===== src/dfs_pkg.sv =====
//////////////////////////////////////////////////////////////////////////////
// shared constants and types of the drive fault supervisor
package dfs_pkg;

  // logic clock rate, 20 mhz (50 ns period)
  localparam int unsigned CLK_KHZ    = 20000;
  // stage and operation time limits, in milliseconds
  localparam int unsigned SPIN12_MS  = 5000;   // start to 12 rpm
  localparam int unsigned SPIN94_MS  = 60000;  // 12 rpm to speed good
  localparam int unsigned SPIN100_MS = 50000;  // speed good to full speed
  localparam int unsigned ISEEK_MS   = 2000;   // initial seek
  localparam int unsigned RTZ_MS     = 2000;   // return to zero
  localparam int unsigned SEEK_MS    = 200;    // ordinary seek
  // cycles a level check waits for the input synchronisers to settle
  localparam logic [31:0] CHECK_CYC  = 32'h0000_0004;

  // highest legal cylinder address (744)
  localparam logic [9:0]  MAX_CYL    = 10'h2e8;

  // fault codes shown on the indicators and the panel
  localparam logic [7:0] FC_NONE   = 8'h00;
  localparam logic [7:0] FC_PWR    = 8'h31;
  localparam logic [7:0] FC_MEM    = 8'h32;
  localparam logic [7:0] FC_LOCK   = 8'h33;
  localparam logic [7:0] FC_ACCEL  = 8'h3c;
  localparam logic [7:0] FC_SPIN12 = 8'h34;
  localparam logic [7:0] FC_SPIN94 = 8'h35;
  localparam logic [7:0] FC_SPINFL = 8'h36;
  localparam logic [7:0] FC_ISEEK  = 8'h3f;
  localparam logic [7:0] FC_ISKTO  = 8'h37;
  localparam logic [7:0] FC_CAL    = 8'h3a;
  localparam logic [7:0] FC_CTL1   = 8'h11;
  localparam logic [7:0] FC_CTL2   = 8'h12;
  localparam logic [7:0] FC_OFFTRK = 8'h13;
  localparam logic [7:0] FC_WUNSAF = 8'h14;
  localparam logic [7:0] FC_PROT   = 8'h15;
  localparam logic [7:0] FC_MHEAD  = 8'h16;
  localparam logic [7:0] FC_POSHT  = 8'h17;
  localparam logic [7:0] FC_SPMOT  = 8'h1f;
  localparam logic [7:0] FC_RTZTO  = 8'h21;
  localparam logic [7:0] FC_SEEKTO = 8'h22;
  localparam logic [7:0] FC_SPDNG  = 8'h23;
  localparam logic [7:0] FC_GBSEEK = 8'h24;
  localparam logic [7:0] FC_GBLIN  = 8'h25;
  localparam logic [7:0] FC_ILLCYL = 8'h27;
  localparam logic [7:0] FC_OVSHT  = 8'h2b;

  // register offsets and reset values
  localparam logic [3:0] REG_CODE  = 4'h0;
  localparam logic [3:0] REG_STAT  = 4'h1;
  localparam logic [3:0] REG_CTRL  = 4'h2;
  localparam logic [7:0] CTRL_RST  = 8'h00;
  localparam int unsigned CTRL_PROT = 0;  // write protect bit

  // power-up and run states, one-hot
  typedef enum logic [8:0] {
    ST_PWR   = 9'h001,
    ST_MEM   = 9'h002,
    ST_LOCK  = 9'h004,
    ST_ACCEL = 9'h008,
    ST_SPD94 = 9'h010,
    ST_SPDFL = 9'h020,
    ST_ISEEK = 9'h040,
    ST_RDY   = 9'h080,
    ST_HALT  = 9'h100
  } dfs_state_e;

  // controller command codes
  typedef enum logic [2:0] {
    OP_NONE  = 3'h0,
    OP_SEEK  = 3'h1,
    OP_RTZ   = 3'h2,
    OP_OFFS  = 3'h3,
    OP_READ  = 3'h4,
    OP_WRITE = 3'h5
  } dfs_op_e;

  // one controller command
  typedef struct packed {
    logic      valid;
    dfs_op_e   op;
    logic [9:0] cyl;
  } dfs_cmd_s;

  // drive sensor pins
  typedef struct packed {
    logic power_good;
    logic mpu_irq;
    logic mem_ok;
    logic mem_fail;
    logic lock_current;
    logic accel_ok;
    logic spin_12rpm;
    logic spindle_speed_good;
    logic spin_full;
    logic seek_done;
    logic seek_fail;
    logic cal_fail;
    logic off_track;
    logic write_unsafe;
    logic multi_head;
    logic positioner_heat;
    logic spindle_motor_fault;
    logic off_cylinder;
    logic guard_band;
  } dfs_sense_s;

  // status register layout
  typedef struct packed {
    logic protect;
    logic writing;
    logic reading;
    logic offset;
    logic busy;
    logic seek_fault;
    logic device_fault;
    logic ready;
  } dfs_stat_s;

endpackage


===== src/dfs_sync.sv =====
`timescale 1ns/1ns
//////////////////////////////////////////////////////////////////////////////
// two flip-flop synchroniser, one lane per bit
module dfs_sync #(
  parameter int unsigned W = 1
) (
  // clock and reset
  input  wire logic         clk_i,
  input  wire logic         rst_b_i,
  // pins and settled copy
  input  wire logic [W-1:0] d_i,
  output logic      [W-1:0] q_o
);

  // per-bit lanes; first stage is read only by the second
  for (genvar i = 0; i < W; i++) begin : g_lane
    logic meta_r;  // first stage
    always_ff @(posedge clk_i) begin
      if (!rst_b_i) begin
        meta_r <= 1'b0;
        q_o[i] <= 1'b0;
      end else begin
        meta_r <= d_i[i];
        q_o[i] <= meta_r;
      end
    end
  end

endmodule


===== src/dfs_supervisor.sv =====
// The implementer's own choices: the address map and the address-and-strobe port.
`timescale 1ns/1ns
// Behaviour
// - bad power or stray interrupt during power-up gives 31
// - memory check failure gives 32
// - actuator lock held gives 33
// - spindle not ready to accelerate gives 3c
// - no 12 rpm within 5 s gives 34
// - no 94% speed within 60 s gives 35
// - no full speed within 50 s gives 36
// - initial seek fails 3f, late 37
// - calibration seek or save failure gives 3a
// - move command while busy or faulted gives 11
// - illegal read or write command gives 12
// - off-track while writing gives 13
// - write circuit fault gives 14
// - write under protection rejected with 15
// - several heads selected gives 16
// - ready overheat 17, spindle fault 1f, not ready
// - return to zero timeout gives 21
// - seek timeout gives 22
// - overshoot in linear mode gives 2b
// - seek without speed good gives 23
// - guard band gives 24 seeking, 25 linear
// - cylinder above 744 gives 27
// - return to zero limit 2 s
// - seek limit 200 ms
module dfs_supervisor #(
  parameter int unsigned T_SPIN12  = dfs_pkg::SPIN12_MS * dfs_pkg::CLK_KHZ,
  parameter int unsigned T_SPIN94  = dfs_pkg::SPIN94_MS * dfs_pkg::CLK_KHZ,
  parameter int unsigned T_SPIN100 = dfs_pkg::SPIN100_MS * dfs_pkg::CLK_KHZ,
  parameter int unsigned T_ISEEK   = dfs_pkg::ISEEK_MS * dfs_pkg::CLK_KHZ,
  parameter int unsigned T_RTZ     = dfs_pkg::RTZ_MS * dfs_pkg::CLK_KHZ,
  parameter int unsigned T_SEEK    = dfs_pkg::SEEK_MS * dfs_pkg::CLK_KHZ
) (
  // clock and reset
  input  wire logic              mclk_i,
  input  wire logic              rst_b_i,
  // drive sensor pins
  input  wire dfs_pkg::dfs_sense_s sense_i,
  // controller commands, same clock
  input  wire dfs_pkg::dfs_cmd_s cmd_i,
  input  wire logic              op_end_i,
  // register port
  input  wire logic [3:0]        addr_i,
  input  wire logic [7:0]        wdata_i,
  input  wire logic              wr_i,
  input  wire logic              rd_i,
  output logic      [7:0]        rdata_o,
  // indicators and status
  output logic      [7:0]        fault_code_o,
  output logic      [6:0]        led_o,
  output logic                   ready_o,
  output logic                   busy_o,
  output logic                   seek_fault_o,
  output logic                   device_fault_o
);

  //////////////////////////////////////////////////////////////////////////
  // limits as last-cycle counts
  localparam logic [31:0] LIM_SPIN12  = 32'(T_SPIN12 - 1);
  localparam logic [31:0] LIM_SPIN94  = 32'(T_SPIN94 - 1);
  localparam logic [31:0] LIM_SPIN100 = 32'(T_SPIN100 - 1);
  localparam logic [31:0] LIM_ISEEK   = 32'(T_ISEEK - 1);
  localparam logic [31:0] LIM_RTZ     = 32'(T_RTZ - 1);
  localparam logic [31:0] LIM_SEEK    = 32'(T_SEEK - 1);

  logic [$bits(dfs_pkg::dfs_sense_s)-1:0] sense_q;  // settled pins
  dfs_pkg::dfs_sense_s s;                           // settled, by field
  dfs_pkg::dfs_state_e state_r;                     // sequence state
  dfs_pkg::dfs_state_e state_nxt;
  logic [31:0]         tmr_r;                       // stage/operation timer
  logic [7:0]          code_r;                      // latched fault code
  logic [7:0]          flt_c;                       // fault seen now
  logic [7:0]          cmd_flt_c;                   // fault of this command
  logic [7:0]          ctrl_r;                      // control register
  logic                busy_r;                      // seek or rtz in flight
  logic                rtz_r;                       // flight is rtz
  logic                offset_r;                    // offset applied
  logic                reading_r;
  logic                writing_r;
  logic                ready_r;
  logic                seek_fault_r;
  logic                device_fault_r;
  logic [7:0]          rdata_r;
  logic                prot;                        // write protect
  logic                cmd_move;                    // seek, rtz or offset
  logic                cmd_rw;                      // read or write
  logic                acc_c;                       // command accepted
  dfs_pkg::dfs_stat_s  stat;

  //////////////////////////////////////////////////////////////////////////
  // pin synchronisers
  dfs_sync #(
    .W ($bits(dfs_pkg::dfs_sense_s))
  ) u_sync (
    .clk_i   (mclk_i),
    .rst_b_i (rst_b_i),
    .d_i     (sense_i),
    .q_o     (sense_q)
  );

  assign s        = dfs_pkg::dfs_sense_s'(sense_q);
  assign prot     = ctrl_r[dfs_pkg::CTRL_PROT];
  assign cmd_move = cmd_i.valid && (cmd_i.op == dfs_pkg::OP_SEEK ||
                    cmd_i.op == dfs_pkg::OP_RTZ || cmd_i.op == dfs_pkg::OP_OFFS);
  assign cmd_rw   = cmd_i.valid && (cmd_i.op == dfs_pkg::OP_READ ||
                    cmd_i.op == dfs_pkg::OP_WRITE);

  //////////////////////////////////////////////////////////////////////////
  // command screening, valid only in ready
  always_comb begin
    cmd_flt_c = dfs_pkg::FC_NONE;
    if (cmd_move && (busy_r || seek_fault_r)) begin
      cmd_flt_c = dfs_pkg::FC_CTL1;
    end else if (cmd_move && cmd_i.op == dfs_pkg::OP_SEEK && !s.spindle_speed_good) begin
      cmd_flt_c = dfs_pkg::FC_SPDNG;
    end else if (cmd_move && cmd_i.op == dfs_pkg::OP_SEEK && cmd_i.cyl > dfs_pkg::MAX_CYL) begin
      cmd_flt_c = dfs_pkg::FC_ILLCYL;
    end else if (cmd_rw && (busy_r || seek_fault_r)) begin
      cmd_flt_c = dfs_pkg::FC_CTL2;
    end else if (cmd_rw && cmd_i.op == dfs_pkg::OP_WRITE && (reading_r || offset_r)) begin
      cmd_flt_c = dfs_pkg::FC_CTL2;
    end else if (cmd_rw && cmd_i.op == dfs_pkg::OP_WRITE && prot) begin
      cmd_flt_c = dfs_pkg::FC_PROT;
    end
  end

  assign acc_c = state_r == dfs_pkg::ST_RDY && flt_c == dfs_pkg::FC_NONE
                 && (cmd_move || cmd_rw);

  //////////////////////////////////////////////////////////////////////////
  // fault detection and sequencing
  always_comb begin
    flt_c     = dfs_pkg::FC_NONE;
    state_nxt = state_r;
    case (state_r)
      dfs_pkg::ST_PWR: begin
        if (s.mpu_irq || (tmr_r >= dfs_pkg::CHECK_CYC && !s.power_good)) begin
          flt_c = dfs_pkg::FC_PWR;
        end else if (tmr_r >= dfs_pkg::CHECK_CYC) begin
          state_nxt = dfs_pkg::ST_MEM;
        end
      end
      dfs_pkg::ST_MEM: begin
        if (s.mpu_irq) begin
          flt_c = dfs_pkg::FC_PWR;
        end else if (s.mem_fail) begin
          flt_c = dfs_pkg::FC_MEM;
        end else if (s.mem_ok) begin
          state_nxt = dfs_pkg::ST_LOCK;
        end
      end
      dfs_pkg::ST_LOCK: begin
        if (s.mpu_irq) begin
          flt_c = dfs_pkg::FC_PWR;
        end else if (tmr_r >= dfs_pkg::CHECK_CYC) begin
          if (!s.lock_current) begin
            flt_c = dfs_pkg::FC_LOCK;
          end else begin
            state_nxt = dfs_pkg::ST_ACCEL;
          end
        end
      end
      dfs_pkg::ST_ACCEL: begin
        if (s.mpu_irq) begin
          flt_c = dfs_pkg::FC_PWR;
        end else if (tmr_r == 32'h0 && !s.accel_ok) begin
          flt_c = dfs_pkg::FC_ACCEL;
        end else if (s.spin_12rpm) begin
          state_nxt = dfs_pkg::ST_SPD94;
        end else if (tmr_r == LIM_SPIN12) begin
          flt_c = dfs_pkg::FC_SPIN12;
        end
      end
      dfs_pkg::ST_SPD94: begin
        if (s.mpu_irq) begin
          flt_c = dfs_pkg::FC_PWR;
        end else if (s.spindle_speed_good) begin
          state_nxt = dfs_pkg::ST_SPDFL;
        end else if (tmr_r == LIM_SPIN94) begin
          flt_c = dfs_pkg::FC_SPIN94;
        end
      end
      dfs_pkg::ST_SPDFL: begin
        if (s.mpu_irq) begin
          flt_c = dfs_pkg::FC_PWR;
        end else if (s.spin_full) begin
          state_nxt = dfs_pkg::ST_ISEEK;
        end else if (tmr_r == LIM_SPIN100) begin
          flt_c = dfs_pkg::FC_SPINFL;
        end
      end
      dfs_pkg::ST_ISEEK: begin
        if (s.mpu_irq) begin
          flt_c = dfs_pkg::FC_PWR;
        end else if (s.cal_fail) begin
          flt_c = dfs_pkg::FC_CAL;
        end else if (s.seek_fail) begin
          flt_c = dfs_pkg::FC_ISEEK;
        end else if (s.seek_done) begin
          state_nxt = dfs_pkg::ST_RDY;
        end else if (tmr_r == LIM_ISEEK) begin
          flt_c = dfs_pkg::FC_ISKTO;
        end
      end
      dfs_pkg::ST_RDY: begin
        if (s.positioner_heat) begin
          flt_c = dfs_pkg::FC_POSHT;
        end else if (s.spindle_motor_fault) begin
          flt_c = dfs_pkg::FC_SPMOT;
        end else if (s.cal_fail) begin
          flt_c = dfs_pkg::FC_CAL;
        end else if (cmd_flt_c != dfs_pkg::FC_NONE) begin
          flt_c = cmd_flt_c;
        end else if (writing_r && s.off_track) begin
          flt_c = dfs_pkg::FC_OFFTRK;
        end else if (writing_r && s.write_unsafe) begin
          flt_c = dfs_pkg::FC_WUNSAF;
        end else if ((reading_r || writing_r) && s.multi_head) begin
          flt_c = dfs_pkg::FC_MHEAD;
        end else if (s.guard_band && !seek_fault_r) begin
          flt_c = busy_r ? dfs_pkg::FC_GBSEEK : dfs_pkg::FC_GBLIN;
        end else if (!busy_r && !seek_fault_r && s.off_cylinder) begin
          flt_c = dfs_pkg::FC_OVSHT;
        end else if (busy_r && rtz_r && tmr_r == LIM_RTZ) begin
          flt_c = dfs_pkg::FC_RTZTO;
        end else if (busy_r && !rtz_r && tmr_r == LIM_SEEK) begin
          flt_c = dfs_pkg::FC_SEEKTO;
        end
      end
      dfs_pkg::ST_HALT: begin
        // not ready: every command is illegal
        if (cmd_move) begin
          flt_c = dfs_pkg::FC_CTL1;
        end else if (cmd_rw) begin
          flt_c = dfs_pkg::FC_CTL2;
        end
      end
      default: begin
        state_nxt = dfs_pkg::ST_HALT;
      end
    endcase
    // power-up faults and emergencies stop the sequence
    if (flt_c[7:4] == 4'h3 || flt_c == dfs_pkg::FC_POSHT || flt_c == dfs_pkg::FC_SPMOT) begin
      state_nxt = dfs_pkg::ST_HALT;
    end
  end

  //////////////////////////////////////////////////////////////////////////
  // state and timer
  always_ff @(posedge mclk_i) begin
    if (!rst_b_i) begin
      state_r <= dfs_pkg::ST_PWR;
      tmr_r   <= 32'h0;
    end else begin
      state_r <= state_nxt;
      if (state_nxt != state_r || (acc_c && cmd_move)) begin
        tmr_r <= 32'h0;
      end else if (tmr_r != 32'hffff_ffff) begin
        tmr_r <= tmr_r + 32'h1;
      end
    end
  end

  //////////////////////////////////////////////////////////////////////////
  // fault code and fault flags
  always_ff @(posedge mclk_i) begin
    if (!rst_b_i) begin
      code_r         <= dfs_pkg::FC_NONE;
      seek_fault_r   <= 1'b0;
      device_fault_r <= 1'b0;
    end else if (flt_c != dfs_pkg::FC_NONE) begin
      if (code_r == dfs_pkg::FC_NONE) begin
        code_r <= flt_c;
      end
      if (flt_c[7:4] == 4'h2) begin
        seek_fault_r <= 1'b1;
      end
      if (flt_c[7:4] == 4'h1) begin
        device_fault_r <= 1'b1;
      end
    end
  end

  //////////////////////////////////////////////////////////////////////////
  // operation tracking
  always_ff @(posedge mclk_i) begin
    if (!rst_b_i) begin
      busy_r    <= 1'b0;
      rtz_r     <= 1'b0;
      offset_r  <= 1'b0;
      reading_r <= 1'b0;
      writing_r <= 1'b0;
      ready_r   <= 1'b0;
    end else begin
      ready_r <= state_nxt == dfs_pkg::ST_RDY;
      if (acc_c && cmd_i.op == dfs_pkg::OP_OFFS) begin
        offset_r <= 1'b1;
      end else if (acc_c && cmd_move) begin
        // seek or rtz starts a flight and drops offset
        busy_r   <= 1'b1;
        rtz_r    <= cmd_i.op == dfs_pkg::OP_RTZ;
        offset_r <= 1'b0;
      end else if (busy_r && (s.seek_done || flt_c[7:4] == 4'h2 ||
                   state_nxt != dfs_pkg::ST_RDY)) begin
        // a halt also ends the flight, else the timer runs on unchecked
        busy_r <= 1'b0;
      end
      // read or write runs until the controller ends it or the state leaves ready
      if (acc_c && cmd_rw) begin
        reading_r <= cmd_i.op == dfs_pkg::OP_READ;
        writing_r <= cmd_i.op == dfs_pkg::OP_WRITE;
      end else if (op_end_i || state_r != dfs_pkg::ST_RDY) begin
        reading_r <= 1'b0;
        writing_r <= 1'b0;
      end
    end
  end

  //////////////////////////////////////////////////////////////////////////
  // register port
  assign stat = '{protect: prot, writing: writing_r, reading: reading_r,
                  offset: offset_r, busy: busy_r, seek_fault: seek_fault_r,
                  device_fault: device_fault_r, ready: ready_r};

  // control register write
  always_ff @(posedge mclk_i) begin
    if (!rst_b_i) begin
      ctrl_r <= dfs_pkg::CTRL_RST;
    end else if (wr_i && addr_i == dfs_pkg::REG_CTRL) begin
      ctrl_r <= wdata_i;
    end
  end

  // read data, one cycle after the strobe, zero elsewhere
  always_ff @(posedge mclk_i) begin
    if (!rst_b_i) begin
      rdata_r <= 8'h00;
    end else if (rd_i) begin
      case (addr_i)
        dfs_pkg::REG_CODE: rdata_r <= code_r;
        dfs_pkg::REG_STAT: rdata_r <= stat;
        dfs_pkg::REG_CTRL: rdata_r <= ctrl_r;
        default:           rdata_r <= 8'h00;
      endcase
    end else begin
      rdata_r <= 8'h00;
    end
  end

  // outputs straight from flops
  assign rdata_o        = rdata_r;
  assign fault_code_o   = code_r;
  assign led_o          = code_r[6:0];
  assign ready_o        = ready_r;
  assign busy_o         = busy_r;
  assign seek_fault_o   = seek_fault_r;
  assign device_fault_o = device_fault_r;
endmodule


===== config.mk =====
export PLATFORM = sky130hd
export DESIGN_NAME = dfs_supervisor
export DESIGN_NICKNAME = d
export VERILOG_FILES = /design/src/dfs_pkg.sv /design/src/dfs_sync.sv /design/src/dfs_supervisor.sv
export SDC_FILE = /design/constraint.sdc
export NUM_CORES = 1
export LEC_CHECK = 0
export BUFFER_PORTS_ARGS = -buffer_cell sky130_fd_sc_hd__buf_4
export CAP_MARGIN = 20
export CORE_MARGIN = 3
export CORE_UTILIZATION = 59
export DETAILED_ROUTE_END_ITERATION = 8
export PLACE_DENSITY_LB_ADDON = 0.12
export SKIP_LAST_GASP = 1
export SLEW_MARGIN = 20
export SYNTH_ARGS = -nofsm -noshare
export SYNTH_HDL_FRONTEND = slang
export SYNTH_SLANG_ARGS = --single-unit

===== constraint.sdc =====
create_clock -name mclk_i -period 4 [get_ports mclk_i]
set_clock_uncertainty 0.1 [all_clocks]
set_input_delay 0.8 -clock mclk_i [delete_from_list [all_inputs] [get_ports mclk_i]]
set_output_delay 0.8 -clock mclk_i [all_outputs]
set_load 0.1 [all_outputs]

After elaboration in Yosys (flattened, before gate mapping)
Index checks and enable logic that the tools add are counted.
{"block": "word_totals", "output_inout_bits": 27, "input_bits": 50, "register_bits": 111, "word_cells": 224}
{"block": "op_classes", "addsub": 1, "mux": 71, "reduce_logical": 66, "eq_ne": 31, "magnitude_cmp": 2, "n_bitwise": 2}
{"op": "$mux W6", "count": 31}
{"op": "$mux W9", "count": 20}
{"op": "$pmux W8 S9", "count": 1}
{"op": "$pmux W9 S8", "count": 1}
{"op": "$add A32 B1 Y32 const B", "count": 1}
{"op": "$eq A32 B22 Y1 const B", "count": 1}
{"op": "$eq A32 B26 Y1 const B", "count": 1}
{"op": "$eq A32 B27 Y1 const B", "count": 1}
{"op": "$eq A32 B30 Y1 const B", "count": 1}
{"op": "$eq A32 B31 Y1 const B", "count": 1}
{"op": "$ge A32 B3 Y1 const B", "count": 1}
{"op": "$logic_not A32 Y1", "count": 1}
{"op": "$mux W8", "count": 4}
{"op": "$ne A32 B32 Y1 const B", "count": 1}
{"op": "$logic_and A1 B1 Y1", "count": 29}
{"op": "$mux W5", "count": 5}
{"op": "$pmux W8 S3", "count": 1}
{"op": "$eq A9 B8 Y1 const B", "count": 2}
{"op": "$ne A9 B8 Y1 const B", "count": 2}
{"op": "$eq A8 B5 Y1 const B", "count": 2}
{"op": "$logic_not A8 Y1", "count": 2}
{"op": "$reduce_bool A8 Y1", "count": 2}
{"op": "$logic_or A1 B1 Y1", "count": 14}
{"op": "$eq A4 B2 Y1 const B", "count": 3}
{"op": "21 further kinds", "count": 45}

Depth between registers and ports, before layout
{"block": "depth", "depth_word": 26, "ltp_mapped": 12, "depth_no_buf": 10}

Modules after synthesis
Synthesis repeated with hierarchy kept, for this count alone.
{"block": "hier_totals", "hier_cells": 679, "area_unflattened_um2": 5886.9}
{"mod": "dfs_supervisor", "area_per_inst_um2": 4849.7, "cells_each": 599, "seq_area_each_um2": 1421.4, "instances": 1}
{"mod": "dfs_sync", "area_per_inst_um2": 1037.2, "cells_each": 80, "seq_area_each_um2": 760.7, "instances": 1}

Least setup slack after synthesis
Ideal clock, no wire load.
{"block": "synth_timing", "path_type": "register to register", "from": "register busy_r (netlist: busy_o)", "to": "register tmr_r[0]", "path_stages_with_launch": 11, "path_buffers": 1, "period_less_slack_ps": 3473, "setup_slack_ps": 527, "required_ps": 3811, "setup_ps": 89, "t_arrival_ps": 3284, "cell_sequence": "dfxtp_1 -> nor2_1 -> o311ai_1 -> o22ai_1 -> a2111oi_1 -> or4b_4 -> o21ai_1 -> a211oi_2 -> nand4_2 -> buf_6 -> nor4_2"}
{"block": "synth_via", "elab_chain_cells": 21, "word_cells_on_any_way": 41, "cone_classes": "eq/ne (4); mux (18); reduce/logical (19)"}
{"element": "from (decl)", "line_no": "dfs_supervisor.sv:77", "source": "logic busy_r;"}
{"element": "from (signal assigned)", "line_no": "dfs_supervisor.sv:290", "source": "busy_r <= 1'b0;"}
{"element": "from (signal assigned)", "line_no": "dfs_supervisor.sv:302", "source": "busy_r <= 1'b1;"}
{"element": "from (signal assigned)", "line_no": "dfs_supervisor.sv:308", "source": "busy_r <= 1'b0;"}
{"element": "$logic_and A1 B1 Y1 (2 in series)", "line_no": "dfs_supervisor.sv:228", "source": "end else if (busy_r && !rtz_r && tmr_r == LIM_SEEK) begin"}
{"element": "$mux W6", "line_no": "dfs_supervisor.sv:228"}
{"element": "$mux W6", "line_no": "dfs_supervisor.sv:226", "source": "end else if (busy_r && rtz_r && tmr_r == LIM_RTZ) begin"}
{"element": "$mux W6", "line_no": "dfs_supervisor.sv:224", "source": "end else if (!busy_r && !seek_fault_r && s.off_cylinder) begin"}
{"element": "$mux W6", "line_no": "dfs_supervisor.sv:222", "source": "end else if (s.guard_band && !seek_fault_r) begin"}
{"element": "$mux W6", "line_no": "dfs_supervisor.sv:220", "source": "end else if ((reading_r || writing_r) && s.multi_head) begin"}
{"element": "$mux W6", "line_no": "dfs_supervisor.sv:218", "source": "end else if (writing_r && s.write_unsafe) begin"}
{"element": "$mux W6", "line_no": "dfs_supervisor.sv:216", "source": "end else if (writing_r && s.off_track) begin"}
{"element": "(+3 left out)"}
{"element": "$mux W8 *", "line_no": "dfs_supervisor.sv:208", "source": "if (s.positioner_heat) begin"}
{"element": "$pmux W8 S9 *", "line_no": "dfs_supervisor.sv:137", "source": "case (state_r)"}
{"element": "$eq A8 B5 Y1 or $eq A4 B2 Y1 (tied branches)", "line_no": "dfs_supervisor.sv:245", "source": "if (flt_c[7:4] == 4'h3 || flt_c == dfs_pkg::FC_POSHT || flt_c == dfs_pkg::FC_SPMOT) begin"}
{"element": "$logic_or A1 B1 Y1 (2 in series)", "line_no": "dfs_supervisor.sv:245"}
{"element": "$mux W9", "line_no": "dfs_supervisor.sv:245"}
{"element": "$ne A9 B9 Y1", "line_no": "dfs_supervisor.sv:258", "source": "if (state_nxt != state_r || (acc_c && cmd_move)) begin"}
{"element": "$logic_or A1 B1 Y1 *", "line_no": "dfs_supervisor.sv:258"}
{"element": "$reduce_or A2 Y1 (no source line) *"}
{"element": "to (signal assigned)", "line_no": "dfs_supervisor.sv:261", "source": "tmr_r <= tmr_r + 32'h1;"}
{"element": "to (decl)", "line_no": "dfs_supervisor.sv:72", "source": "logic [31:0] tmr_r;"}
Mark *: on every way between the ends. The rest lies on a longest branch, timed or not.
A chain may end at the register's enable or synchronous reset.

Worst setup path after layout
{"block": "layout_timing", "from": "register tmr_r[9]", "to": "register tmr_r[19]"}
{"block": "layout_via", "elab_chain_cells": 21, "word_cells_on_any_way": 64, "cone_classes": "add/sub (1); order compare (1); eq/ne (10); mux (38); reduce/logical (14)"}
{"element": "$eq A32 B22 Y1", "line_no": "dfs_supervisor.sv:228"}
{"element": "$logic_and A1 B1 Y1", "line_no": "dfs_supervisor.sv:228"}
{"element": "$mux W6", "line_no": "dfs_supervisor.sv:228"}
{"element": "$mux W6", "line_no": "dfs_supervisor.sv:226"}
{"element": "$mux W6", "line_no": "dfs_supervisor.sv:224"}
{"element": "$mux W6", "line_no": "dfs_supervisor.sv:222"}
{"element": "$mux W6", "line_no": "dfs_supervisor.sv:220"}
{"element": "$mux W6", "line_no": "dfs_supervisor.sv:218"}
{"element": "(+4 left out)"}
{"element": "$mux W8", "line_no": "dfs_supervisor.sv:208"}
{"element": "$pmux W8 S9", "line_no": "dfs_supervisor.sv:137"}
{"element": "$eq A8 B5 Y1 or $eq A4 B2 Y1 (tied branches)", "line_no": "dfs_supervisor.sv:245"}
{"element": "$logic_or A1 B1 Y1 (2 in series)", "line_no": "dfs_supervisor.sv:245"}
{"element": "$mux W9", "line_no": "dfs_supervisor.sv:245"}
{"element": "$ne A9 B9 Y1", "line_no": "dfs_supervisor.sv:258"}
{"element": "$logic_or A1 B1 Y1", "line_no": "dfs_supervisor.sv:258"}
{"element": "$reduce_or A2 Y1 (no source line)"}
Parallel ways exist; a longest one is shown, timed or not.

==> flow_summary_export.csv <==
group,metric,value,unit
setup_path,cp_max_fo,32,
clock_network,holdBufCountCts,0,
final_layout,finalNetCount,780,
place,pre_cts_ws,0.343,ns
logic_synthesis,yosys_warnings,0,
setup_path,start_kind,"flip-flop",
setup_path,startpoint_of_the_worst_register_to_register_path,"tmr_r[9]",
power_and_ir_drop,vdd_ir_drop_max,0.333,mV
clock_network,cts_inserted_buffers,9,
clock_network,clock_tree_from_tritoncts,"built",
setup_path,critical_setup_path_class,"flip-flop to flip-flop",
clock_network,cts.sinks,109,
clock_network,max-clock-path-buffers,2,
grt,grt_antenna_before_repair,0,
detailed_routing,dr_total_vias,5295,
detailed_routing,drt_iter0_markers,549,
clock_network,cts_resized,0,
logic_synthesis,ys_ff_latch,109,
timing,fin_crit,3.45,ns
timing,max_slew_violation_count,0,
place,port_buffers,73,
grt,grt_first_pass_wirelength,25.5,mm
setup_path,data_arrival_critical_path,3.65,ns
grt,grt_max_degree,63,
clock_network,clkTransAtPathRegs,0.10,ns
grt,first_global_vias,4957,
grt,track_usage,0.279,
timing,report.final.setup_viol,0,
detailed_routing,firstDrtPassIters,5,
timing,period_share,0.861,
timing,post-route-worst-setup-slack,0.555,ns
status,run_status,"complete, no violations",
clock_network,cts-htree-levels,3,
floorplan,die_area,11600,um2
power_and_ir_drop,pwr_density_cell,333,nW/um2
clock_network,clockRootBuffer,"clkbuf_8",
min_path,min_path_type,"flip-flop to flip-flop",
min_path,hold_path.startpoint,"u_sync.g_lane[3].meta_r",
detailed_routing,totalWireLength,15.6,mm
floorplan,dieHeight,108,um
detailed_routing,route.detailed.wl_per_inst,18.0,um
setup_path,crit_chain,"nor3b_1 > nand3_1 > nor3_1 > a2111oi_1 > nor4b_2 > o211ai_1 > a211oi_2 > nand4_2 > buf_4 > nor4_2",
logic_synthesis,synthesized_area_per_cell,9.01,um2
detailed_routing,detail-route-antenna-nets,0,
clock_network,clock_insertion_delay_worst_skew,0.39,ns
final_layout,finish.utilization,0.690,
place,hpwlAfterDp,11.8,mm
timing,tns,0,ns
timing,fin_hold_ws,0.338,ns
timing,report.final.hold_viol_count,0,
logic_synthesis,synth.yosys.seq_area_share,0.358,
floorplan,chipWidth,108,um
power_and_ir_drop,total_power_of_the_final_layout,2.27,mW
floorplan,num_rows,36,
floorplan,fp.coreArea,9910,um2
timing,worst_max_slew_margin_expressed_relative_to_the_limit,0.567,
logic_synthesis,syn-instance-count,677,
setup_path,worst_ep_required_time,4.20,ns
grt,grt_overflow_total,0,
place,globalplace.congestion,0.953,
logic_synthesis,synthesis.area,6100,um2
floorplan,top_level_ports,77,
clock_network,cts.repair_timing.setup_buffer_count,0,
timing,max_freq,290,MHz
timing,grt_setup_unrepaired,"no",
floorplan,initial_util,0.615,
flow_run,max_cap_viol_count,0,
setup_path,slowest_stage,"nor4b_2",
logic_synthesis,synth_enable_flop_cells,0,
power_and_ir_drop,p_leak,2.57,nW
detailed_routing,post_drt_via_cell_ratio,6.11,
final_layout,final.fill_count,810,
final_layout,area_growth,12.1,%
setup_path,critical_path.max_stage_delay,0.47,ns
logic_synthesis,async_reset_ff_frac,0,
logic_synthesis,ys_types,84,
final_layout,diodes,0,
setup_path,timing.critical_path.from,"tmr_r[9]",
setup_path,critPathCaptureType,"flip-flop",
final_layout,post_route_cells_drive_above_1_share,0.221,
detailed_routing,route.detailed.drc,0,
timing,tightest_slew,0.643,ns
logic_synthesis,ys_dominant_reg_cell,"dfxtp_1",
through the flow:
step	instance area (um2)	instances
6_report	6840	866
5_1_grt	6840	866
4_1_cts	6840	866
3_5_place_dp	6650	850
3_3_place_gp	6650	850
2_1_floorplan	6110	679
power breakdown:
part | total (mW) | switching, mW | internal, mW | leakage, nW
Clock | 0.627 | 0.392 | 0.235 | 0.0917
Sequential | 1.17 | 0.0441 | 1.12 | 0.887
Combinational | 0.480 | 0.319 | 0.162 | 1.59
Total | 2.27 | 0.755 | 1.52 | 2.57
layout make-up:
cell class	count	area, um2	share of cell area
Clock inverter	7	58.8	0.00860
Tap cell	133	166	0.0243
Sequential cell	109	2180	0.319
Inverter	12	45.0	0.00659
Timing Repair Buffer	81	621	0.0908
Clock buffer	9	124	0.0181
Multi-Input combinational cell	515	3640	0.532
cells by family (layout without fill, tap and decap cells):
logic type / after synthesis / in the layout / share of synthesized area
compound gates: 89 / 89 / 0.109
mux: 17 / 17 / 0.0281
flops: 109 / 109 / 0.358
other cells: 1 / 3 / 0.000615
buf+inv: 55 / 109 / 0.0499
simple gates: 371 / 371 / 0.403
xor+xnor: 33 / 33 / 0.0474
fa+ha+maj: 2 / 2 / 0.00410
sequential cells by signal (all words and copies together), names as in the netlist, 6 cells and up:
name	flops
rdata_o	8
ctrl_r	8
state_r	9
u_sync.g_lane.meta_r	19
fault_code_o	6
tmr_r	32
u_sync.q_o	19
layout by cell type (no fill, tap or decap), types with 10 or more instances in the layout:
cell type | Yosys | final
a21oi_1 | 22 | 22
and2_1 | 45 | 45
and3_1 | 13 | 13
buf_4 | 11 | 80
dfxtp_1 | 109 | 109
inv_1 | 12 | 12
mux2i_1 | 16 | 16
nand2_1 | 44 | 44
nand3_1 | 25 | 25
nand4_1 | 23 | 23
nor2_1 | 55 | 55
nor2b_1 | 24 | 24
nor3_1 | 23 | 23
nor4_1 | 15 | 15
nor4_2 | 34 | 33
o21a_1 | 10 | 10
xnor2_1 | 10 | 10
xor2_1 | 23 | 23
final timing paths:
check,end,depth (start not counted),slack [ns]
worst max register to register,tmr_r[19],10,0.55
worst max-delay path,tmr_r[19],10,0.55
worst min-delay path,u_sync.q_o[3],1,0.34
worst min register to register,u_sync.q_o[3],1,0.34
synth_stat cells (7+ instances only):
| master | count | area [um2] |
|---|---|---|
| a21oi_1 | 22 | 110 |
| and2_1 | 45 | 282 |
| and3_1 | 13 | 81.3 |
| buf_2 | 9 | 45.0 |
| buf_4 | 11 | 82.6 |
| clkbuf_1 | 16 | 60.1 |
| dfxtp_1 | 109 | 2180 |
| inv_1 | 12 | 45.0 |
| mux2i_1 | 16 | 160 |
| nand2_1 | 44 | 165 |
| nand2b_1 | 8 | 50.1 |
| nand3_1 | 25 | 125 |
| nand4_1 | 23 | 144 |
| nor2_1 | 55 | 206 |
| nor2b_1 | 24 | 150 |
| nor3_1 | 23 | 115 |
| nor4_1 | 15 | 93.8 |
| nor4_2 | 34 | 425 |
| o21a_1 | 10 | 75.1 |
| o21ai_0 | 7 | 35.0 |
| xnor2_1 | 10 | 87.6 |
| xor2_1 | 23 | 201 |
per-layer routing:
metal	track usage	wire length [um]	part of all wire
met4	0.0929	377	0.024
met5	0	0	0
met1	0.414	7180	0.46
met2	0.397	6840	0.44
met3	0.0612	1180	0.076
worst max-delay path: cells and delay by family, from the launching register on:
kind	cells	cell delay, ns
buffers and inverters	1	0.29
AOI/OAI and AO/OA	3	0.59
DFF	1	0.42
and+or+nand+nor	6	1.92
(Power assumes the default switching activity.)
